$ cat src/hdl/urx_pkg.sv
// Package of constants and types for the asynchronous receive recovery block.
`default_nettype none
package urx_pkg;
	// ------------------------------------------------------------------
	// Sampling constants and parameter defaults
	// ------------------------------------------------------------------
	localparam logic [4:0] SAMPLES_NORMAL   = 5'h10;
	localparam logic [4:0] SAMPLES_DOUBLE   = 5'h08;
	localparam logic [4:0] VOTE_FIRST_NORM  = 5'h08;
	localparam logic [4:0] VOTE_FIRST_DBL   = 5'h04;
	localparam logic [4:0] START_FIRST_NORM = 5'h08;
	localparam logic [4:0] START_FIRST_DBL  = 5'h04;
	localparam int         FRAME_BITS_DEF   = 10;
	localparam int         FIFO_DEPTH_DEF   = 8;
	localparam logic [15:0] BAUD_DIV_DEF    = 16'h0000;

	// ------------------------------------------------------------------
	// Types
	// ------------------------------------------------------------------
	typedef struct packed {
		logic [9:0] data;
		logic       framing_error_flag;
	} urx_frame_t;

	typedef enum logic [2:0] {
		ST_HUNT  = 3'b001,
		ST_START = 3'b010,
		ST_DATA  = 3'b100
	} urx_state_t;
endpackage
`default_nettype wire

$ cat src/hdl/urx_sync.sv
// Three-stage input synchroniser with agreement filter.
`default_nettype none
module urx_sync
(
	input  wire logic mclk_i,
	input  wire logic rst_i,
	input  wire logic ce_i,
	input  wire logic pin_i,
	output logic      level_o
);
	logic s1_ff;
	logic s2_ff;
	logic s3_ff;
	logic lvl_ff;

	// Idle line is high, so reset to one avoids a false start edge.
	always_ff @(posedge mclk_i or posedge rst_i)
	begin
		if (rst_i)
		begin
			s1_ff  <= 1'b1;
			s2_ff  <= 1'b1;
			s3_ff  <= 1'b1;
			lvl_ff <= 1'b1;
		end
		else if (ce_i)
		begin
			s1_ff <= pin_i;
			s2_ff <= s1_ff;
			s3_ff <= s2_ff;
			if (s2_ff == s3_ff)
				lvl_ff <= s3_ff;
		end
	end

	assign level_o = lvl_ff;
endmodule
`default_nettype wire

$ cat src/hdl/urx_fifo.sv
// Parameterised synchronous FIFO with valid and ready on both sides.
`default_nettype none
module urx_fifo #(
	parameter int WIDTH = 11,
	parameter int DEPTH = 8
)
(
	input  wire logic             mclk_i,
	input  wire logic             rst_i,
	input  wire logic             ce_i,
	input  wire logic             in_valid_i,
	output logic                  in_ready_o,
	input  wire logic [WIDTH-1:0] in_data_i,
	output logic                  out_valid_o,
	input  wire logic             out_ready_i,
	output logic [WIDTH-1:0]      out_data_o
);
	localparam int AW = (DEPTH > 1) ? $clog2(DEPTH) : 1;

	initial
	begin
		if (DEPTH < 2 || (DEPTH & (DEPTH - 1)) != 0 || WIDTH < 1)
			$error("urx_fifo: DEPTH must be a power of two of at least 2");
	end

	logic [WIDTH-1:0] mem [DEPTH];
	logic [AW:0]      wr_ff;
	logic [AW:0]      rd_ff;
	wire              full_w  = (wr_ff[AW] != rd_ff[AW]) && (wr_ff[AW-1:0] == rd_ff[AW-1:0]);
	wire              empty_w = (wr_ff == rd_ff);
	wire              push_w  = ce_i && in_valid_i && !full_w;
	wire              pop_w   = ce_i && out_ready_i && !empty_w;

	assign in_ready_o  = !full_w;
	assign out_valid_o = !empty_w;
	assign out_data_o  = mem[rd_ff[AW-1:0]];

	always_ff @(posedge mclk_i)
	begin
		if (push_w)
			mem[wr_ff[AW-1:0]] <= in_data_i;
	end

	always_ff @(posedge mclk_i or posedge rst_i)
	begin
		if (rst_i)
		begin
			wr_ff <= '0;
			rd_ff <= '0;
		end
		else
		begin
			if (push_w)
				wr_ff <= wr_ff + 1'b1;
			if (pop_w)
				rd_ff <= rd_ff + 1'b1;
		end
	end
endmodule
`default_nettype wire

$ cat src/hdl/urx_recovery.sv
// Asynchronous receive clock and data recovery with frame buffer.
//
// Overview of operation
// - Sample at 16x, or 8x in double speed.
// - Falling line edge starts detection, sample one.
// - Vote start on samples 8-10, or 4-6.
// - Majority high rejects start as noise.
// - Valid start realigns bit timing each frame.
// - Per-bit sequence of 16 or 8 states.
// - Data bits decided by three-sample majority.
// - Vote centres at 9 normal, 5 double.
// - Recover through first stop; ignore others.
// - Low first stop sets framing error flag.
// - New start accepted right after stop vote.
// - Sender rate within receiver tolerance limits.
// - Both ends split baud error equally.
// - Framing error buffered with its frame.
`default_nettype none
module urx_recovery
	import urx_pkg::*;
#(
	parameter int FRAME_BITS = urx_pkg::FRAME_BITS_DEF,
	parameter int FIFO_DEPTH = urx_pkg::FIFO_DEPTH_DEF
)
(
	input  wire logic                mclk_i,
	input  wire logic                rst_i,
	input  wire logic                ce_i,
	input  wire logic                rxd_i,
	input  wire logic                double_speed_select_i,
	input  wire logic [15:0]         baud_div_i,
	input  wire logic [3:0]          data_bits_i,
	output logic                     frame_valid_o,
	input  wire logic                frame_ready_i,
	output urx_pkg::urx_frame_t      frame_o,
	output logic                     overrun_o,
	output logic                     busy_o
);
	import urx_pkg::*;

	initial
	begin
		if (FRAME_BITS < 5 || FRAME_BITS > 10)
			$error("urx_recovery: FRAME_BITS must be 5 to 10");
	end

	// ------------------------------------------------------------------
	// Baud sample tick
	// ------------------------------------------------------------------
	// Sample tick every baud_div_i+1 system clocks.
	// Exact integer sample period
	logic [15:0] div_ff;
	wire         tick_w = (div_ff == baud_div_i);

	always_ff @(posedge mclk_i or posedge rst_i)
	begin
		if (rst_i)
			div_ff <= '0;
		else if (ce_i)
			div_ff <= tick_w ? 16'h0000 : div_ff + 16'h0001;
	end

	// ------------------------------------------------------------------
	// Line synchroniser
	// ------------------------------------------------------------------
	logic line_w;

	urx_sync u_sync
	(
		.mclk_i  (mclk_i),
		.rst_i   (rst_i),
		.ce_i    (ce_i),
		.pin_i   (rxd_i),
		.level_o (line_w)
	);

	// ------------------------------------------------------------------
	// Mode dependent sample numbers
	// ------------------------------------------------------------------
	// Oversampling rate
	wire [4:0] spb_w     = double_speed_select_i ? SAMPLES_DOUBLE : SAMPLES_NORMAL;
	wire [4:0] st_first_w = double_speed_select_i ? START_FIRST_DBL : START_FIRST_NORM;
	wire [4:0] vt_first_w = double_speed_select_i ? VOTE_FIRST_DBL : VOTE_FIRST_NORM;
	wire [4:0] vt_last_w  = vt_first_w + 5'h02;

	// ------------------------------------------------------------------
	// Recovery state machine
	// ------------------------------------------------------------------
	urx_state_t  state_ff;
	urx_state_t  nxt_state;
	logic [4:0]  smp_ff;
	logic [4:0]  nxt_smp;
	logic [3:0]  bit_ff;
	logic [3:0]  nxt_bit;
	logic [1:0]  votes_ff;
	logic [1:0]  nxt_votes;
	logic [9:0]  shift_ff;
	logic [9:0]  nxt_shift;
	logic        line_d_ff;
	logic        push_ff;
	logic        nxt_push;
	logic        fe_ff;
	logic        nxt_fe;

	wire [3:0] last_bit_w = data_bits_i;
	wire       fall_w     = line_d_ff && !line_w;
	wire       in_vote_w  = (smp_ff >= vt_first_w) && (smp_ff <= vt_last_w);
	wire [1:0] votes_inc_w = votes_ff + {1'b0, line_w};
	wire       maj_w      = votes_inc_w[1];
	wire       vote_end_w = (smp_ff == vt_last_w);
	wire       st_end_w   = (smp_ff == st_first_w + 5'h02);
	wire       bit_end_w  = (smp_ff == spb_w);

	always_comb
	begin
		nxt_state = state_ff;
		nxt_smp   = smp_ff;
		nxt_bit   = bit_ff;
		nxt_votes = votes_ff;
		nxt_shift = shift_ff;
		nxt_push  = 1'b0;
		nxt_fe    = fe_ff;
		case (state_ff)
			ST_HUNT:
			begin
				nxt_votes = 2'h0;
				nxt_smp   = 5'h00;
				if (fall_w)
				begin
					nxt_state = ST_START;
					nxt_smp   = 5'h02;
				end
			end
			ST_START:
			begin
				nxt_smp = smp_ff + 5'h01;
				if ((smp_ff >= st_first_w) && !st_end_w)
					nxt_votes = votes_inc_w;
				if (st_end_w)
				begin
					nxt_votes = 2'h0;
					if (maj_w)
						nxt_state = ST_HUNT;
					else
					begin
						nxt_state = ST_DATA;
						nxt_bit   = 4'h0;
						nxt_fe    = 1'b0;
					end
				end
				if (bit_end_w)
					nxt_smp = 5'h01;
				if (st_end_w && !maj_w)
					nxt_smp = (smp_ff == spb_w) ? 5'h01 : smp_ff + 5'h01;
			end
			default:
			begin
				nxt_smp = bit_end_w ? 5'h01 : smp_ff + 5'h01;
				if (in_vote_w && !vote_end_w)
					nxt_votes = votes_inc_w;
				if (vote_end_w)
				begin
					nxt_votes = 2'h0;
					// Stop bit is the last bit used
					if (bit_ff == last_bit_w)
					begin
						// Low stop bit flags framing error
						nxt_fe    = !maj_w;
						nxt_push  = 1'b1;
						nxt_state = ST_HUNT;
						nxt_smp   = 5'h00;
					end
					else
					begin
						nxt_shift = {maj_w, shift_ff[9:1]};
						nxt_bit   = bit_ff + 4'h1;
					end
				end
			end
		endcase
	end

	// Advances only on sample ticks, so all timing follows the baud clock, except push_ff, which clears on the next enabled clock.
	always_ff @(posedge mclk_i or posedge rst_i)
	begin
		if (rst_i)
		begin
			state_ff  <= ST_HUNT;
			smp_ff    <= 5'h00;
			bit_ff    <= 4'h0;
			votes_ff  <= 2'h0;
			shift_ff  <= 10'h000;
			line_d_ff <= 1'b1;
			push_ff   <= 1'b0;
			fe_ff     <= 1'b0;
		end
		else if (ce_i)
		begin
			push_ff <= 1'b0;
			if (tick_w)
			begin
				state_ff  <= nxt_state;
				smp_ff    <= nxt_smp;
				bit_ff    <= nxt_bit;
				votes_ff  <= nxt_votes;
				shift_ff  <= nxt_shift;
				line_d_ff <= line_w;
				push_ff   <= nxt_push;
				fe_ff     <= nxt_fe;
			end
		end
	end

	// ------------------------------------------------------------------
	// Frame buffer
	// ------------------------------------------------------------------
	// Right-justify the frame, which arrived LSB first into the top.
	urx_frame_t entry_w;
	logic       in_ready_w;
	logic       ovr_ff;
	wire [3:0]  shamt_w = 4'ha - last_bit_w;

	assign entry_w.data               = shift_ff >> shamt_w;
	assign entry_w.framing_error_flag = fe_ff;

	urx_fifo #(
		.WIDTH ($bits(urx_frame_t)),
		.DEPTH (FIFO_DEPTH)
	) u_fifo
	(
		.mclk_i      (mclk_i),
		.rst_i       (rst_i),
		.ce_i        (ce_i),
		.in_valid_i  (push_ff),
		.in_ready_o  (in_ready_w),
		.in_data_i   (entry_w),
		.out_valid_o (frame_valid_o),
		.out_ready_i (frame_ready_i),
		.out_data_o  (frame_o)
	);

	// A full buffer cannot stall the line, so a lost frame is flagged instead.
	always_ff @(posedge mclk_i or posedge rst_i)
	begin
		if (rst_i)
			ovr_ff <= 1'b0;
		else if (ce_i)
		begin
			if (push_ff && !in_ready_w)
				ovr_ff <= 1'b1;
			else if (push_ff)
				ovr_ff <= 1'b0;
		end
	end

	assign overrun_o = ovr_ff;
	assign busy_o    = (state_ff != ST_HUNT);
endmodule
`default_nettype wire

$ cat config.mk
export PLATFORM = sky130hd
export DESIGN_NAME = urx_recovery
export DESIGN_NICKNAME = d
export VERILOG_FILES = /design/src/hdl/urx_pkg.sv /design/src/hdl/urx_sync.sv /design/src/hdl/urx_fifo.sv /design/src/hdl/urx_recovery.sv
export SDC_FILE = /design/constraint.sdc
export NUM_CORES = 1
export LEC_CHECK = 0
export BUFFER_PORTS_ARGS = -buffer_cell sky130_fd_sc_hd__buf_4
export CAP_MARGIN = 5
export CORE_ASPECT_RATIO = 1.5
export CORE_MARGIN = 1.5
export CORE_UTILIZATION = 57
export CTS_BUF_LIST = sky130_fd_sc_hd__clkbuf_2
export DETAILED_ROUTE_END_ITERATION = 6
export GPL_ROUTABILITY_DRIVEN = 1
export PLACE_DENSITY = 0.83
export RECOVER_POWER = 100
export SLEW_MARGIN = 10
export SYNTH_ARGS = -nofsm -noshare
export SYNTH_HDL_FRONTEND = slang
export SYNTH_SLANG_ARGS = --single-unit
$ cat constraint.sdc
create_clock -name mclk_i -period 2.72 [get_ports mclk_i]
set_input_delay 0.272 -clock mclk_i [delete_from_list [all_inputs] [get_ports mclk_i]]
set_output_delay 0.272 -clock mclk_i [all_outputs]
set_load 0.03 [all_outputs]
# Word level (Yosys, flattened, before mapping)
# Memory sizes are Yosys's and may differ from the RTL's.
# Cells that the tools add are included.
dict set report word_totals {
  regBits 56
  romBits 0
  wordCells 113
  ram_bits 88
  in_bits 26
  output_inout_bits 14
  latchBits 0
  memories 1
}
# name depth word_bits rd rd_clocked_by_memory_dff write_ports line_no
set mem_list {}
lappend mem_list {u_fifo.mem 8 11 1 0 1 urx_fifo.sv:26} ;# logic [WIDTH-1:0] mem [DEPTH];
dict set report classes {
  muxes 37
  reduce_logical 29
  n_addsub 8
  magnitude_cmp 2
  n_eq_ne 16
  n_div 0
  multipliers 0
  n_bitwise 3
  shift 1
}
# cell count
set ops {}
lappend ops {{2-to-1 mux 4 bit} 5}
lappend ops {{2-to-1 mux 5 bit} 4}
lappend ops {{AND reduction 6 bit} 3}
lappend ops {{adder 16 x 1 -> 16 bit (second input constant)} 1}
lappend ops {{equality test 16 bit} 1}
lappend ops {{2-to-1 mux 16 bit} 1}
lappend ops {{2-to-1 mux 3 bit} 5}
lappend ops {{adder 4 x 1 -> 4 bit (second input constant)} 3}
lappend ops {{2-to-1 mux 1 bit} 12}
lappend ops {{equality test 5 bit} 2}
lappend ops {{logical AND 1 bit} 10}
lappend ops {{2-to-1 mux 2 bit} 5}
lappend ops {{one-hot mux 5 bit (2 select lines)} 1}
lappend ops {{right shift 10 x 4 -> 10 bit} 1}
lappend ops {{equality test 4 bit} 2}
lappend ops {{one-hot mux 4 bit (2 select lines)} 1}
lappend ops {{inequality test 2 bit (second input constant)} 3}
lappend ops {{one-hot mux 3 bit (2 select lines)} 1}
lappend ops {{AND reduction 2 bit} 3}
lappend ops {{nonzero test 2 bit} 3}
lappend ops {{adder 4 x 2 -> 5 bit (second input constant)} 1}
lappend ops {{adder 5 x 1 -> 5 bit (second input constant)} 1}
lappend ops {{>= comparator 5 x 4 -> 1 bit} 1}
lappend ops {{less-or-equal comparator 5 bit} 1}
lappend ops {{other kinds (19)} 25}

# Longest topological paths before layout
dict set report depth {
  depth_word 8
  mapped_depth 8
}

# Hierarchy
# From an unflattened synthesis, not the netlist that was laid out.
dict set report unflattened {
  cells_unflattened 491
  area_unflattened_um2 6909.1
}
# mod instances area_per_inst_um2 seq_area_each_um2 cells_each
set modules_own_cells {}
lappend modules_own_cells {urx_fifo 1 3902.5 2842.7 184}
lappend modules_own_cells {urx_recovery 1 2842.7 1103.6 294}
lappend modules_own_cells {urx_sync 1 163.9 105.1 13}

# Worst setup path before layout
# OpenSTA, ideal clock, no wires.
dict set report synth_path {
  path_kind {reg2reg}
  from {register u_fifo.rd_ff[0]}
  to {memory u_fifo.mem[0][0] (enable)}
  t_arrival_ps 2203
  stages_incl_launch_ff 6
  t_required_ps 2327
  slack_ps 124
  n_path_buf 1
  path_cell_list {dfrtp_1 clkbuf_1 xnor2_1 a41oi_1 nand2b_1 nor3_1}
}
dict set report synth_between {
  elab_chain_cells 6
}
# element line_no
set synth_lines {}
lappend synth_lines {{start, declared} urx_fifo.sv:28} ;# logic [AW:0] rd_ff;
lappend synth_lines {{start signal, assigned} urx_fifo.sv:56} ;# rd_ff <= rd_ff + 1'b1;
lappend synth_lines {{equality test 3 bit} urx_fifo.sv:29} ;# wire full_w = (wr_ff[AW] != rd_ff[AW]) && (wr_ff[AW-1:0] == rd_ff[AW-1:0]);
lappend synth_lines {{logical AND 1 bit} urx_fifo.sv:29}
lappend synth_lines {{logical NOT 1 bit} urx_fifo.sv:31} ;# wire push_w = ce_i && in_valid_i && !full_w;
lappend synth_lines {{logical AND 1 bit} urx_fifo.sv:31}
lappend synth_lines {{2-to-1 mux 1 bit} urx_fifo.sv:40} ;# if (push_w)
lappend synth_lines {{2-to-1 mux 1 bit (not written as such)} urx_fifo.sv:41} ;# mem[wr_ff[AW-1:0]] <= in_data_i;
lappend synth_lines {{end, declared} urx_fifo.sv:26}
# No other way between the ends.

==> results.cfg <==
[run_status]
outcome = finished, violations left
violations = capacitance limit, slew limit

[timing]
hold_violations = 0
grt_setup_unrepaired = true
worstMarginPinSlew_ns = 1.77
clock_skew_ns = 0.0300
timing.fmax_ghz = 0.380
finalSetupViolCount = 0
hold_ws_ns = 0.0948
fin_crit_sh_pct = 96.8
drv_slew = 48
slew_headroom_pct = -17.8
post-route-min-period_ns = 2.63

[synthesis]
synth-main-ff-cell = edfxtp_1
synth-edff-count = 88
synth_seq_cells = 144
synthTopCellsByArea = edfxtp_1, dfrtp_1, mux4_2
avgSynthCellArea_um2 = 14.0
yosysSeqAreaShare_pct = 59.3
synth_area_um2 = 6830
synth_nets = 526
syn-instance-count = 488
yosys.area.top_type = edfxtp_1
async_reset_ff_share_pct = 38.9
yosysUniqueCellTypes = 51
ys_warn_count = 0
synth_top_area_share_pct = 38.7

[die]
die_h_um = 137
row_count = 48
die_area_um2 = 12700
io_pins = 40
core_area_um2 = 11600
die_w_um = 92.4
initial_core_util_pct = 59.0

[final_layout]
final_cell_mix = edfxtp_1, dfrtp_1, buf_4
diodes = 0
seqCellArea_um2 = 4050
multiInputGateArea_um2 = 2660
fin_util_pct = 67.5
final_common_cell = edfxtp_1
fillers = 811
drive_gt1_share_pct = 28.7
area.growth.synth_to_final_pct = 14.5
nets = 592
finalInstanceArea_um2 = 7830

[critical_path]
crit_type = flip-flop to primary output
required_ns = 2.45
critPathArrivalTime_ns = 2.36
worstPathMaxFanout = 6
r2r-start = div_ff[4]$_DFFE_PP0P_
critPathLaunch = u_fifo.rd_ff[0]$_DFFE_PP0P_
worst_setup_path_start_kind = flip-flop
endpoint_kind = primary output

[routing]
ant_nets = 0
vias_per_cell = 5.93
drt-total-wl_um = 13700
first_pass_iters = 5
first_iter_violations = 272
dr_total_vias = 4251
drc = 0
wire_per_inst_um = 19.1

[power]
vdd_drop_max_uv = 322
power.density_nw_per_um2 = 531
power_leakage_nw = 2.81
power_mw = 4.15

[placed_design]
io_buffers = 39
place_hpwl_um = 9230
gp_congestion = 0.872
detailed_place.area_um2 = 7380

[global_routing]
grt_pass1_vias = 4368
grt_pass1_wl_um = 22000
antenna_found_initial = 0
grt_usage_pct = 23.5
grt_max_degree = 48
grt-ovfl-total = 0

[clock_network]
clk_pin_slew_ns = 0.20
cts_tree = done
ctsHtreeMaxLevel = 4
cts_sinks = 144
cts_buffer_depth = 2
cts_buffers = 17
insertion_delay_ns = 0.69
clockRootBuffer = clkbuf_2

[worst_hold_path]
hp-start = data_bits_i[3]
hold_class = input port to flip-flop

[flow_run]
maxCapViolations = 1
-- registers in the layout, indices dropped and copies added (netlist names) --
register,flops
u_fifo.rd_ff,4
div_ff,16
overrun_o,1
push_ff,1
shift_ff,10
smp_ff,5
u_sync.level_o,1
u_fifo.wr_ff,4
state_ff,3
votes_ff,2
u_sync.s3_ff,1
bit_ff,4
line_d_ff,1
u_fifo.mem,88
fe_ff,1
u_sync.s2_ff,1
u_sync.s1_ff,1
-- where the power goes --
| part | switching [mW] | total (mW) | internal, mW |
|---|---|---|---|
| logic | 0.172 | 0.338 | 0.167 |
| clock network | 0.810 | 1.34 | 0.525 |
| registers | 0.0984 | 2.48 | 2.38 |
| total | 1.08 | 4.15 | 3.07 |
-- worst max-delay path: stages (launching register included) --
cell and delay (ns):
dfrtp_2 0.54, clkbuf_16 0.21, mux4_2 0.51, mux2_4 0.29
buf_6 0.14
-- timing repair --
item	in CTS	in global routing
pin swaps	0	0
cloned	1	1
setup endpoints to repair	11	7
hold buffers	5	0
gates resized for setup	5	16
setup buffers	1	1
hold endpoints to repair	51	0
-- synthesized netlist by cell type (all sizes together) (2+ instances only) --
cell    count
a211oi      6
nor3b       2
edfxtp     88
nand2b      5
or4         3
o31ai       2
dfstp       6
o211ai      2
or2         3
nor2b       2
a21oi      10
inv        12
dfrtp      50
nand4      11
xnor2      30
a21boi      4
ha         12
nand3      16
and4        4
clkbuf     13
a31o        2
buf         9
a31oi       2
nor2       45
xor2       19
nand4b      2
nor3        5
or3         2
mux2       33
or3b        2
nand2      19
mux2i      10
mux4       24
nor4b       2
o21ai      12
a211o       5
and3        4
-- final cells by class --
type	count	area share (%)
multi-input cells	310	34.0
clock inverters	15	2.30
clock buffers	17	1.09
repair buffers	69	7.80
flip-flops and latches	144	51.8
well taps	150	2.40
inverters	12	0.576
-- cell families (layout without fill, tap and decap cells) --
family	after synthesis	count (layout)	synth area share [%]
flip-flops	144	144	59.3
buffers and inverters	34	113	2.01
AO/OA/AOI/OAI	53	53	5.24
AND/OR/NAND/NOR	129	129	9.63
multiplexers	67	67	15.4
adder cells (fa/ha/maj)	12	12	2.20
XOR/XNOR	49	49	6.28
-- worst paths after layout --
path	cells after the start	slack, ns	endpoint
setup / recovery	4	0.09	frame_o[3]
hold / removal	5	0.09	fe_ff$_DFFE_PP0P_
setup reg to reg	5	0.18	shift_ff[1]$_DFFE_PP0P_
hold reg to reg	1	0.50	u_fifo.wr_ff[3]$_DFFE_PP0P_
max in group asynchronous	4	0.88	shift_ff[0]$_DFFE_PP0P_
min in group asynchronous	3	0.67	div_ff[5]$_DFFE_PP0P_
-- layer usage --
metal,up-vias,share of wire [%],GRT usage (%),wire length (µm)
met1,2142,36,25.9,4990
li1,1966,-,-,-
met2,117,58,43.9,7880
met5,-,0,0,0
met4,0,1.7,8.38,236
met3,26,4.2,5.22,569
-- through the flow --
step	setup WS (ns)	cells	setup TNS, ns
2_1_floorplan	0.124	488	0
3_3_place_gp	0.317	676	0
3_5_place_dp	0.196	676	0
4_1_cts	0.00918	715	0
5_1_grt	-0.0305	717	-0.118
6_report	0.0868	717	0
Power figures use the tool's default switching activity.
